**src/pkg/timer_channel_pkg.sv**
```systemverilog
// package for the single timer channel with pulse capture:
// register offsets, reset values, field layouts and mode encodings.
// assumes a 32-bit AXI4-Lite slave, one aligned word per register.
package timer_channel_pkg;

    localparam logic [7:0] MODE_OFFSET = 8'h00;
    localparam logic [7:0] OUT_MODE_OFFSET = 8'h04;
    localparam logic [7:0] OUT_LEVEL_OFFSET = 8'h08;
    localparam logic [7:0] OUT_VALUE_OFFSET = 8'h0C;
    localparam logic [7:0] OUT_ENABLE_OFFSET = 8'h10;
    localparam logic [7:0] IN_FILTER_OFFSET = 8'h14;
    localparam logic [7:0] DATA_OFFSET = 8'h18;
    localparam logic [7:0] COUNT_OFFSET = 8'h1C;
    localparam logic [7:0] CONTROL_OFFSET = 8'h20;

    localparam logic [15:0] MODE_RESET = 16'h0000;
    localparam logic [15:0] OUT_RESET = 16'h0000;
    localparam logic [7:0] FILTER_RESET = 8'h00;
    localparam logic [15:0] DATA_RESET = 16'h0000;

    // control word: bit 0 starts the channel, bit 1 stops it
    localparam int CTRL_START_BIT = 0;
    localparam int CTRL_STOP_BIT = 1;
    // status read at the control offset: bit 0 counting, bit 1 waiting
    localparam int STAT_COUNT_BIT = 0;
    localparam int STAT_WAIT_BIT = 1;

    // matching samples the noise filter needs before accepting a level
    localparam logic [1:0] FILTER_SAMPLES = 2'h2;

    localparam logic [1:0] RESP_OKAY = 2'h0;
    localparam logic [1:0] RESP_SLVERR = 2'h2;

    typedef enum logic [2:0] {
        MODE_INTERVAL = 3'h0,
        MODE_CAPTURE = 3'h2,
        MODE_EVENT = 3'h3,
        MODE_ONE_COUNT = 3'h4,
        MODE_CAPTURE_ONE = 3'h6
    } op_mode_type;

    typedef enum logic [2:0] {
        TRIG_SOFTWARE = 3'h0,
        TRIG_VALID_EDGE = 3'h1,
        TRIG_BOTH_EDGES = 3'h2,
        TRIG_MASTER = 3'h5
    } trigger_type;

    typedef enum logic [1:0] {
        EDGE_FALL = 2'h0,
        EDGE_RISE = 2'h1,
        EDGE_BOTH_LOW = 2'h2,
        EDGE_BOTH_HIGH = 2'h3
    } edge_type;

    typedef enum logic [1:0] {
        ST_IDLE = 2'b00,
        ST_WAIT = 2'b01,
        ST_COUNT = 2'b11
    } chan_state_type;

    typedef struct packed {
        logic op_clock_select_hi;
        logic op_clock_select_lo;
        logic unused_13;
        logic count_clock_source;
        logic master;
        logic [2:0] trigger_select;
        logic [1:0] edge_select;
        logic [1:0] unused_5_4;
        logic [2:0] operating_mode_field;
        logic start_control_bit;
    } mode_type;

endpackage : timer_channel_pkg

```
**src/verilog/timer_channel_pulse_capture.sv**
```systemverilog
// one timer channel: prescaled count clock, input edge triggers,
// interval / capture / event / one-count / capture plus one-count modes.
// assumes an AXI4-Lite master on aclk and an asynchronous input pin.
`timescale 1ns/1ps
module timer_channel_pulse_capture #(
    parameter int CHANNEL = 2,
    parameter int COUNT_WIDTH = 16,
    parameter int CK0_SHIFT = 1,
    parameter int CK1_SHIFT = 2,
    parameter int CK2_SHIFT = 3,
    parameter int CK3_SHIFT = 4
) (
    input wire logic aclk, // system clock, 100 MHz
    input wire logic aresetn, // synchronous reset, active low
    input wire logic [7:0] awaddr, // write address
    input wire logic [2:0] awprot, // write protection, unused
    input wire logic awvalid, // write address valid
    output logic awready, // write address ready
    input wire logic [31:0] wdata, // write data
    input wire logic [3:0] wstrb, // write byte strobes
    input wire logic wvalid, // write data valid
    output logic wready, // write data ready
    output logic [1:0] bresp, // write response
    output logic bvalid, // write response valid
    input wire logic bready, // write response ready
    input wire logic [7:0] araddr, // read address
    input wire logic [2:0] arprot, // read protection, unused
    input wire logic arvalid, // read address valid
    output logic arready, // read address ready
    output logic [31:0] rdata, // read data
    output logic [1:0] rresp, // read response
    output logic rvalid, // read data valid
    input wire logic rready, // read data ready
    input wire logic timer_input_pin, // asynchronous pulse input
    input wire logic master_irq_in, // master channel interrupt pulse
    output logic timer_out, // channel timer output pin
    output logic timer_irq, // channel interrupt, one-cycle pulse
    output logic master_irq_out // interrupt passed on as master
);

    localparam logic [COUNT_WIDTH-1:0] COUNT_ZERO = '0;
    localparam logic [COUNT_WIDTH-1:0] COUNT_ONE = COUNT_WIDTH'(1);

    timer_channel_pkg::mode_type mode;
    logic [15:0] out_mode, out_level, out_value, out_enable;
    logic [7:0] in_filter;
    logic [COUNT_WIDTH-1:0] data, count, next_count;
    timer_channel_pkg::chan_state_type state, next_state;
    logic [7:0] aw_addr_q;
    logic [31:0] w_data_q;
    logic [3:0] w_strb_q;
    logic aw_held, w_held, sw_start, sw_stop;
    logic [15:0] presc;
    logic [2:0] pin_sync;
    logic in_level, in_prev;
    logic [1:0] filt_cnt;
    logic rise, fall, valid_edge, start_edge, capture_edge;
    logic start_trig, capture_trig, op_tick, count_tick;
    logic evt_irq, evt_toggle, evt_set, evt_clear, do_capture;
    logic [31:0] wr_word, rd_word;
    logic rd_ok;
    timer_channel_pkg::op_mode_type op_mode;
    timer_channel_pkg::trigger_type trig_sel;
    timer_channel_pkg::edge_type edge_sel;

    assign op_mode = timer_channel_pkg::op_mode_type'(mode.operating_mode_field);
    assign trig_sel = timer_channel_pkg::trigger_type'(mode.trigger_select);
    assign edge_sel = timer_channel_pkg::edge_type'(mode.edge_select);

    function automatic logic [31:0] merge(input logic [31:0] old,
            input logic [31:0] nw, input logic [3:0] strb);
        logic [31:0] res;
        res = old;
        for (int i = 0; i < 4; i++) begin
            if (strb[i]) begin
                res[8*i +: 8] = nw[8*i +: 8];
            end
        end
        return res;
    endfunction : merge

    function automatic logic tick_at(input logic [15:0] cnt, input int sh);
        logic [15:0] mask;
        mask = 16'((32'h1 << sh) - 1);
        return (cnt & mask) == mask;
    endfunction : tick_at

    // write channel: address and data are taken in either order
    always_ff @(posedge aclk) begin
        if (!aresetn) begin
            awready <= 1'b1;
            wready <= 1'b1;
            aw_held <= 1'b0;
            w_held <= 1'b0;
            aw_addr_q <= 8'h00;
            w_data_q <= 32'h0000_0000;
            w_strb_q <= 4'h0;
            bvalid <= 1'b0;
            bresp <= timer_channel_pkg::RESP_OKAY;
        end else begin
            if (awvalid && awready) begin
                aw_addr_q <= awaddr;
                aw_held <= 1'b1;
                awready <= 1'b0;
            end
            if (wvalid && wready) begin
                w_data_q <= wdata;
                w_strb_q <= wstrb;
                w_held <= 1'b1;
                wready <= 1'b0;
            end
            if (aw_held && w_held && !bvalid) begin
                bvalid <= 1'b1;
                bresp <= (aw_addr_q <= timer_channel_pkg::CONTROL_OFFSET
                          && aw_addr_q[1:0] == 2'h0)
                    ? timer_channel_pkg::RESP_OKAY
                    : timer_channel_pkg::RESP_SLVERR;
                aw_held <= 1'b0;
                w_held <= 1'b0;
            end
            if (bvalid && bready) begin
                bvalid <= 1'b0;
                awready <= 1'b1;
                wready <= 1'b1;
            end
        end
    end

    wire write_now = aw_held && w_held && !bvalid;

    // configuration registers; hardware output events win over writes
    always_ff @(posedge aclk) begin
        if (!aresetn) begin
            mode <= timer_channel_pkg::mode_type'(timer_channel_pkg::MODE_RESET);
            out_mode <= timer_channel_pkg::OUT_RESET;
            out_level <= timer_channel_pkg::OUT_RESET;
            out_value <= timer_channel_pkg::OUT_RESET;
            out_enable <= timer_channel_pkg::OUT_RESET;
            in_filter <= timer_channel_pkg::FILTER_RESET;
            data <= COUNT_WIDTH'(timer_channel_pkg::DATA_RESET);
            sw_start <= 1'b0;
            sw_stop <= 1'b0;
        end else begin
            sw_start <= 1'b0;
            sw_stop <= 1'b0;
            if (write_now) begin
                wr_word_apply();
            end
            if (evt_toggle) begin
                out_value[CHANNEL] <= ~out_value[CHANNEL];
            end else if (evt_set) begin
                out_value[CHANNEL] <= 1'b1;
            end else if (evt_clear) begin
                out_value[CHANNEL] <= 1'b0;
            end
            if (do_capture) begin
                data <= count;
            end
        end
    end

    task automatic wr_word_apply();
        if (aw_addr_q == timer_channel_pkg::MODE_OFFSET) begin
            mode <= timer_channel_pkg::mode_type'(wr_word[15:0]);
        end else if (aw_addr_q == timer_channel_pkg::OUT_MODE_OFFSET) begin
            out_mode <= wr_word[15:0];
        end else if (aw_addr_q == timer_channel_pkg::OUT_LEVEL_OFFSET) begin
            out_level <= wr_word[15:0];
        end else if (aw_addr_q == timer_channel_pkg::OUT_VALUE_OFFSET) begin
            out_value <= wr_word[15:0];
        end else if (aw_addr_q == timer_channel_pkg::OUT_ENABLE_OFFSET) begin
            out_enable <= wr_word[15:0];
        end else if (aw_addr_q == timer_channel_pkg::IN_FILTER_OFFSET) begin
            in_filter <= wr_word[7:0];
        end else if (aw_addr_q == timer_channel_pkg::DATA_OFFSET) begin
            data <= wr_word[COUNT_WIDTH-1:0];
        end else if (aw_addr_q == timer_channel_pkg::CONTROL_OFFSET) begin
            sw_start <= wr_word[timer_channel_pkg::CTRL_START_BIT];
            sw_stop <= wr_word[timer_channel_pkg::CTRL_STOP_BIT];
        end
    endtask : wr_word_apply

    always_comb begin
        wr_word = 32'h0000_0000;
        if (aw_addr_q == timer_channel_pkg::MODE_OFFSET) begin
            wr_word = merge({16'h0000, mode}, w_data_q, w_strb_q);
        end else if (aw_addr_q == timer_channel_pkg::DATA_OFFSET) begin
            wr_word = merge(32'(data), w_data_q, w_strb_q);
        end else begin
            wr_word = merge(rd_word_of(aw_addr_q), w_data_q, w_strb_q);
        end
    end

    function automatic logic [31:0] rd_word_of(input logic [7:0] a);
        logic [31:0] v;
        v = 32'h0000_0000;
        if (a == timer_channel_pkg::OUT_MODE_OFFSET) begin
            v = {16'h0000, out_mode};
        end else if (a == timer_channel_pkg::OUT_LEVEL_OFFSET) begin
            v = {16'h0000, out_level};
        end else if (a == timer_channel_pkg::OUT_VALUE_OFFSET) begin
            v = {16'h0000, out_value};
        end else if (a == timer_channel_pkg::OUT_ENABLE_OFFSET) begin
            v = {16'h0000, out_enable};
        end else if (a == timer_channel_pkg::IN_FILTER_OFFSET) begin
            v = {24'h000000, in_filter};
        end
        return v;
    endfunction : rd_word_of

    // read channel: one word per request, unmapped answers SLVERR
    always_comb begin
        rd_ok = 1'b1;
        rd_word = rd_word_of(araddr);
        if (araddr == timer_channel_pkg::MODE_OFFSET) begin
            rd_word = {16'h0000, mode};
        end else if (araddr == timer_channel_pkg::DATA_OFFSET) begin
            rd_word = 32'(data);
        end else if (araddr == timer_channel_pkg::COUNT_OFFSET) begin
            rd_word = 32'(count);
        end else if (araddr == timer_channel_pkg::CONTROL_OFFSET) begin
            rd_word[timer_channel_pkg::STAT_COUNT_BIT] =
                (state == timer_channel_pkg::ST_COUNT);
            rd_word[timer_channel_pkg::STAT_WAIT_BIT] =
                (state == timer_channel_pkg::ST_WAIT);
        end else if (araddr > timer_channel_pkg::CONTROL_OFFSET
                     || araddr[1:0] != 2'h0) begin
            rd_ok = 1'b0;
        end
    end

    always_ff @(posedge aclk) begin
        if (!aresetn) begin
            arready <= 1'b1;
            rvalid <= 1'b0;
            rdata <= 32'h0000_0000;
            rresp <= timer_channel_pkg::RESP_OKAY;
        end else if (arvalid && arready) begin
            arready <= 1'b0;
            rvalid <= 1'b1;
            rdata <= rd_word;
            rresp <= rd_ok ? timer_channel_pkg::RESP_OKAY
                           : timer_channel_pkg::RESP_SLVERR;
        end else if (rvalid && rready) begin
            rvalid <= 1'b0;
            arready <= 1'b1;
        end
    end

    always_ff @(posedge aclk) begin
        if (!aresetn) begin
            presc <= 16'h0000;
        end else begin
            presc <= presc + 16'h0001;
        end
    end

    // input pin: three stages, the level moves when stages two and three
    // agree; the filter also asks for that agreement to last
    always_ff @(posedge aclk) begin
        if (!aresetn) begin
            pin_sync <= 3'h0;
            in_level <= 1'b0;
            in_prev <= 1'b0;
            filt_cnt <= 2'h0;
        end else begin
            pin_sync <= {pin_sync[1:0], timer_input_pin};
            in_prev <= in_level;
            if (pin_sync[2] != pin_sync[1] || pin_sync[2] == in_level) begin
                filt_cnt <= 2'h0;
            end else if (!in_filter[CHANNEL]
                         || filt_cnt == timer_channel_pkg::FILTER_SAMPLES) begin
                in_level <= pin_sync[2];
                filt_cnt <= 2'h0;
            end else if (op_tick) begin
                filt_cnt <= filt_cnt + 2'h1;
            end
        end
    end

    assign rise = in_level && !in_prev;
    assign fall = !in_level && in_prev;

    always_comb begin
        case ({mode.op_clock_select_hi, mode.op_clock_select_lo})
            2'b00: op_tick = tick_at(presc, CK0_SHIFT);
            2'b01: op_tick = tick_at(presc, CK2_SHIFT);
            2'b10: op_tick = tick_at(presc, CK1_SHIFT);
            default: op_tick = tick_at(presc, CK3_SHIFT);
        endcase
        // valid edge and width-measure edge pairs
        case (edge_sel)
            timer_channel_pkg::EDGE_FALL: begin
                valid_edge = fall;
                start_edge = fall;
                capture_edge = fall;
            end
            timer_channel_pkg::EDGE_RISE: begin
                valid_edge = rise;
                start_edge = rise;
                capture_edge = rise;
            end
            timer_channel_pkg::EDGE_BOTH_LOW: begin
                valid_edge = rise || fall;
                start_edge = fall;
                capture_edge = rise;
            end
            default: begin
                valid_edge = rise || fall;
                start_edge = rise;
                capture_edge = fall;
            end
        endcase
        count_tick = mode.count_clock_source ? valid_edge : op_tick;
        // trigger source; prohibited codes give none
        case (trig_sel)
            timer_channel_pkg::TRIG_VALID_EDGE: begin
                start_trig = valid_edge;
                capture_trig = valid_edge;
            end
            timer_channel_pkg::TRIG_BOTH_EDGES: begin
                start_trig = start_edge;
                capture_trig = capture_edge;
            end
            timer_channel_pkg::TRIG_MASTER: begin
                start_trig = master_irq_in;
                capture_trig = master_irq_in;
            end
            default: begin
                start_trig = 1'b0;
                capture_trig = 1'b0;
            end
        endcase
    end

    // channel sequencing
    always_comb begin
        next_state = state;
        next_count = count;
        evt_irq = 1'b0;
        do_capture = 1'b0;
        evt_set = 1'b0;
        evt_clear = 1'b0;
        case (state)
            timer_channel_pkg::ST_IDLE: begin
                if (sw_start) begin
                    case (op_mode)
                        timer_channel_pkg::MODE_INTERVAL,
                        timer_channel_pkg::MODE_EVENT: begin
                            next_count = data;
                            next_state = timer_channel_pkg::ST_COUNT;
                            evt_irq = mode.start_control_bit;
                        end
                        timer_channel_pkg::MODE_CAPTURE: begin
                            next_count = COUNT_ZERO;
                            next_state = timer_channel_pkg::ST_COUNT;
                            evt_irq = mode.start_control_bit;
                        end
                        timer_channel_pkg::MODE_ONE_COUNT,
                        timer_channel_pkg::MODE_CAPTURE_ONE: begin
                            next_state = timer_channel_pkg::ST_WAIT;
                        end
                        default: next_state = timer_channel_pkg::ST_IDLE;
                    endcase
                end
            end
            timer_channel_pkg::ST_WAIT: begin
                if (start_trig || sw_start) begin
                    next_state = timer_channel_pkg::ST_COUNT;
                    if (op_mode == timer_channel_pkg::MODE_ONE_COUNT) begin
                        next_count = data;
                        evt_set = 1'b1;
                    end else begin
                        next_count = COUNT_ZERO;
                        // no start interrupt when control bit is 0
                        evt_irq = mode.start_control_bit;
                    end
                end
            end
            default: begin
                case (op_mode)
                    timer_channel_pkg::MODE_ONE_COUNT: begin
                        // retrigger only with control bit set
                        if (start_trig && mode.start_control_bit) begin
                            next_count = data;
                        end else if (count_tick) begin
                            if (count == COUNT_ZERO) begin
                                evt_irq = 1'b1;
                                evt_clear = 1'b1;
                                next_state = timer_channel_pkg::ST_WAIT;
                            end else begin
                                next_count = count - COUNT_ONE;
                            end
                        end
                    end
                    timer_channel_pkg::MODE_CAPTURE,
                    timer_channel_pkg::MODE_CAPTURE_ONE: begin
                        if (capture_trig) begin
                            do_capture = 1'b1;
                            evt_irq = 1'b1;
                            next_count = COUNT_ZERO;
                            if (op_mode == timer_channel_pkg::MODE_CAPTURE_ONE) begin
                                next_state = timer_channel_pkg::ST_WAIT;
                            end
                        end else if (count_tick) begin
                            next_count = count + COUNT_ONE;
                        end
                    end
                    default: begin
                        if (count_tick) begin
                            if (count == COUNT_ZERO) begin
                                evt_irq = 1'b1;
                                next_count = data;
                            end else begin
                                next_count = count - COUNT_ONE;
                            end
                        end
                    end
                endcase
            end
        endcase
        if (sw_stop) begin
            next_state = timer_channel_pkg::ST_IDLE;
            evt_irq = 1'b0;
            do_capture = 1'b0;
            evt_set = 1'b0;
            evt_clear = 1'b0;
        end
    end

    // out_mode bit clear toggles on interrupts when output enabled, one-count mode sets and clears
    assign evt_toggle = evt_irq && !out_mode[CHANNEL] && out_enable[CHANNEL];

    always_ff @(posedge aclk) begin
        if (!aresetn) begin
            state <= timer_channel_pkg::ST_IDLE;
            count <= COUNT_ZERO;
            timer_irq <= 1'b0;
            master_irq_out <= 1'b0;
            timer_out <= 1'b0;
        end else begin
            state <= next_state;
            count <= next_count;
            timer_irq <= evt_irq;
            // master role passes the interrupt on
            master_irq_out <= evt_irq && mode.master;
            // level inverts, enable gates the pin
            timer_out <= out_enable[CHANNEL]
                && (out_value[CHANNEL] ^ out_level[CHANNEL]);
        end
    end

endmodule : timer_channel_pulse_capture

```
**config.mk**
```make
export PLATFORM = sky130hd
export DESIGN_NAME = timer_channel_pulse_capture
export DESIGN_NICKNAME = d
export VERILOG_FILES = /design/src/pkg/timer_channel_pkg.sv /design/src/verilog/timer_channel_pulse_capture.sv
export SDC_FILE = /design/constraint.sdc
export NUM_CORES = 1
export LEC_CHECK = 0
export BUFFER_PORTS_ARGS = -buffer_cell sky130_fd_sc_hd__buf_4
export CORE_ASPECT_RATIO = 1.2
export CORE_MARGIN = 5
export CORE_UTILIZATION = 35
export DETAILED_ROUTE_END_ITERATION = 8
export RECOVER_POWER = 100
export SETUP_SLACK_MARGIN = 0.02
export SLEW_MARGIN = 0
export SYNTH_ARGS = -nofsm -noshare
export SYNTH_HDL_FRONTEND = slang
export SYNTH_SLANG_ARGS = --single-unit
```
**constraint.sdc**
```tcl
create_clock -name aclk -period 4.9 [get_ports aclk]
set_clock_uncertainty 0.05 [all_clocks]
set_input_delay 1.225 -clock aclk [delete_from_list [all_inputs] [get_ports aclk]]
set_output_delay 1.225 -clock aclk [all_outputs]
set_load 0.1 [all_outputs]
```
==> qor.log <==
[run_status] outcome finished with violations
[run_status] violated checks max-capacitance violations, max-slew violations
[cts] post-cts sizing count 0
[worst_setup_path] Crit Path Class input pin to register
[global_route] total track usage 20.4%
[power] PnR Total Power 0.00350 W
[synth] fraction of synthesis flops using an asynchronous set or reset pin 0%
[drt] number of routed nets with antenna violations 0
[timing] Setup TNS Final 0 ns
[drt] per-cell routed wire length 20.5 um
[power] Max IR drop VDD 246 uV
[timing] transition time at the pin with the least slew margin 2.60 ns
[min_path] class of the tightest hold or removal check register to register
[placed_design] instance area at placement 10900 sq um
[die] area of the die 32800 sq um
[synth] number of library cell types mapped by synthesis 66
[drt] detailed router's first-iteration violation count 963
[drt] number of remaining DRC errors 0
[die] y dimension of the die 197 um
[global_route] wire length of the first global-routing pass 54100 um
[flow_run] number of maximum-capacitance constraint violations 1
[finish] post-route cell area 11500 sq um
[cts] CTS tree done
[global_route] sum of overflow across all layers after global routing 0
[finish] relative area change from synthesis to final layout 11.8%
[placed_design] post-placement setup slack 0.997 ns
[synth] cell count after synthesis 1274
[drt] overall routed net length 34200 um
[timing] Slew Limit Headroom -73.1%
[power] proportion of power drawn by combinational gates 10.9%
[worst_setup_path] critical path endpoint category register
[drt] number of detailed-routing iterations run before antenna repair 6
[placed_design] final estimated routing congestion in global placement 0.927
[power] cell-internal power 0.00253 W
[global_route] vias in the first global route 9458
[power] Static Leak 4.46 nW
[finish] total inserted antenna cells 0
[finish] most common cell after layout, fill and taps aside nand2_1
[synth] most used flip-flop cell after synthesis dfxtp_1
[power] switching power summed over all nets 0.000968 W
[finish] count of nets after finishing 1351
[die] Top-Level Pins 111
[synth] Mapped Avg Cell Area 8.04 sq um
[cts] number of H-tree levels 4
[timing] RSZ-0062 raised after global routing false
[worst_setup_path] data required time at the worst endpoint 5.22 ns
[cts] library cell used as clock root buffer clkbuf_16
[finish] top library cells by usage in the layout, fill and taps aside nand2_1, dfxtp_1, o21ai_0
[timing] final critical delay including setup and external delays 4.05 ns
[worst_setup_path] startpoint kind of the worst setup timing path input pin
[cts] number of buffers inserted by hold repair at cts 0
[cts] clk sink count 189
[power] switching share of power 27.7%
[synth] count of flip-flops with a built-in enable after synthesis 0
[synth] sequential cell area fraction in the yosys report 36.9%
[placed_design] DPL Wire Length 24600 um
[drt] Avg Vias per Cell 5.94
[cts] later-pin clock latency in the skew report 0.45 ns
[synth] mapped cell area 10200 sq um
[finish] share of post-route cells with drive strength above 1 8.62%
[power] Flop pwr share 45.8%
[cts] clock-pin slew on the worst setup and hold paths 0.07 ns
[timing] number of endpoints with negative hold slack in the final report 0
[synth] Synth Warn # 0
[timing] fmax 247 MHz
[power] clock network fraction of total power 43.2%
[worst_setup_path] largest driver fanout on the critical path 57
[synth] post-synthesis register bit count 189
[worst_setup_path] Arr. time, crit path 4.37 ns
[global_route] antenna violations before repair 0
[die] Core Footprint 28800 sq um
[timing] Slew Limit Fails 57
[cts] number of buffers added by the clock tree synthesis step 17
[cts] Setup Fix Bufs, Post-CTS 0
[global_route] largest net degree at the start of global routing 86
[drt] via count of the routed design 9939
[power] power density over the cells 305 nW/um^2
[cts] CTS max path bufs 2
[timing] share of the clock period used by the worst path 82.7%
[die] num rows 68
[placed_design] count of input and output buffers 68
[die] starting density of the core 35.5%
[timing] number of setup violations in the final report 0
[die] DIE WIDTH 166 um
[timing] worst setup margin 0.849 ns
[timing] hold slack final 0.400 ns
## cells in the mapped netlist (4+ instances only)
| cell type | number | share of area [%] |
|---|---|---|
| nor4_1 | 6 | 0.37 |
| a221oi_1 | 19 | 1.6 |
| a22oi_1 | 42 | 3.1 |
| o311a_1 | 5 | 0.49 |
| xor2_1 | 6 | 0.51 |
| a211oi_1 | 9 | 0.66 |
| a21oi_1 | 44 | 2.1 |
| inv_1 | 22 | 0.81 |
| nor2b_1 | 21 | 1.3 |
| nor4b_1 | 5 | 0.43 |
| o211a_1 | 48 | 4.7 |
| or3_1 | 9 | 0.55 |
| mux2i_1 | 30 | 2.9 |
| xnor2_1 | 9 | 0.77 |
| o31ai_1 | 5 | 0.37 |
| clkbuf_1 | 105 | 3.8 |
| nand2b_1 | 10 | 0.61 |
| ha_1 | 10 | 1.2 |
| nand2_1 | 204 | 7.5 |
| o21ai_0 | 83 | 4.1 |
| nor2_1 | 41 | 1.5 |
| a31oi_1 | 15 | 0.92 |
| nor3b_1 | 5 | 0.37 |
| a32oi_1 | 5 | 0.43 |
| nor3_1 | 23 | 1.1 |
| o221ai_1 | 11 | 0.94 |
| or2_2 | 7 | 0.43 |
| and3_1 | 11 | 0.67 |
| dfxtp_1 | 189 | 37 |
| o21a_1 | 4 | 0.29 |
| buf_2 | 4 | 0.20 |
| a32o_1 | 6 | 0.59 |
| a21boi_0 | 34 | 2.5 |
| and2_1 | 26 | 1.6 |
| a222oi_1 | 8 | 0.78 |
| nand3_1 | 54 | 2.6 |
| a311oi_1 | 6 | 0.51 |
| or4_1 | 6 | 0.44 |
| o211ai_1 | 20 | 1.5 |
| nand4_1 | 16 | 0.98 |
| buf_4 | 18 | 1.3 |
| o22ai_1 | 35 | 2.1 |
## cell type report
| class | instances | area [sq um] |
|---|---|---|
| Clock inverter | 13 | 189 |
| Multi-Input combinational cell | 950 | 5880 |
| Inverter | 23 | 86.3 |
| Clock buffer | 19 | 443 |
| Timing Repair Buffer | 93 | 592 |
| Fill cell | 2973 | 17400 |
| Sequential cell | 189 | 3780 |
| Tap cell | 385 | 482 |
## logic make-up after synthesis
kind of cell | Yosys count | synth area share [%]
flip-flops | 189 | 36.9
AND/OR/NAND/NOR | 455 | 21.5
adder cells (fa/ha/maj) | 10 | 1.22
AO/OA/AOI/OAI | 420 | 29.5
other | 1 | 0.0366
buffers and inverters | 152 | 6.35
multiplexers | 32 | 3.15
XOR/XNOR | 15 | 1.28
## power groups by stage
stage / Combinational (W) / Sequential (W) / Clock (W)
final: 0.000383 / 0.00160 / 0.00151
after floorplan: 0.000234 / 0.00169 / 0
after global placement: 0.000389 / 0.00164 / 0
after CTS: 0.000391 / 0.00160 / 0.00153
after detailed placement: 0.000390 / 0.00164 / 0
after global routing: 0.000409 / 0.00161 / 0.00159
## through the flow
| stage | utilization (%) | std cells |
|---|---|---|
| detailed placement | 38.0 | 1640 |
| floorplan | - | 1291 |
| global route | 39.7 | 1672 |
| finish | 39.7 | 1672 |
| global placement | 38.0 | 1640 |
| CTS | 40.1 | 1672 |
## path summary, 6_finish.rpt
kind,slack [ns],end,cells past startpoint,startpoint
worst min-delay path,0.40,pin_sync[1]$_SDFF_PN0_,1,pin_sync[0]$_SDFF_PN0_
worst max-delay path,0.85,rdata[6]$_SDFFE_PN0P_,4,aresetn
worst min register to register,0.40,pin_sync[1]$_SDFF_PN0_,1,pin_sync[0]$_SDFF_PN0_
worst max register to register,1.05,out_mode[6]$_SDFFE_PN0P_,6,aw_addr_q[2]$_SDFFE_PN0P_
## worst max-delay path: stages
cell and delay [ns]:
clkbuf_1 1.81, clkbuf_2 0.89, o21ai_0 0.20, nor3b_1 0.20
## state kept, by name, indices dropped and copies added (netlist names), 2 cells and up
register    cells
count          16
data           16
out_enable     16
out_level      16
out_mode       16
out_value      16
rdata          16
w_data_q       16
aw_addr_q       8
in_filter       8
mode            8
presc           4
op_mode         3
pin_sync        3
trig_sel        3
edge_sel        2
filt_cnt        2
state           2
w_strb_q        2
## routing by layer
| layer | vias to the layer above | track usage, % | routed length, um |
|---|---|---|---|
| li1 | 4690 | - | - |
| met4 | 0 | 10.3 | 1630 |
| met3 | 83 | 3.04 | 1960 |
| met5 | - | 0 | 0 |
| met1 | 4767 | 26.3 | 14800 |
| met2 | 399 | 33.5 | 15800 |
Power figures use the tool's default switching activity.
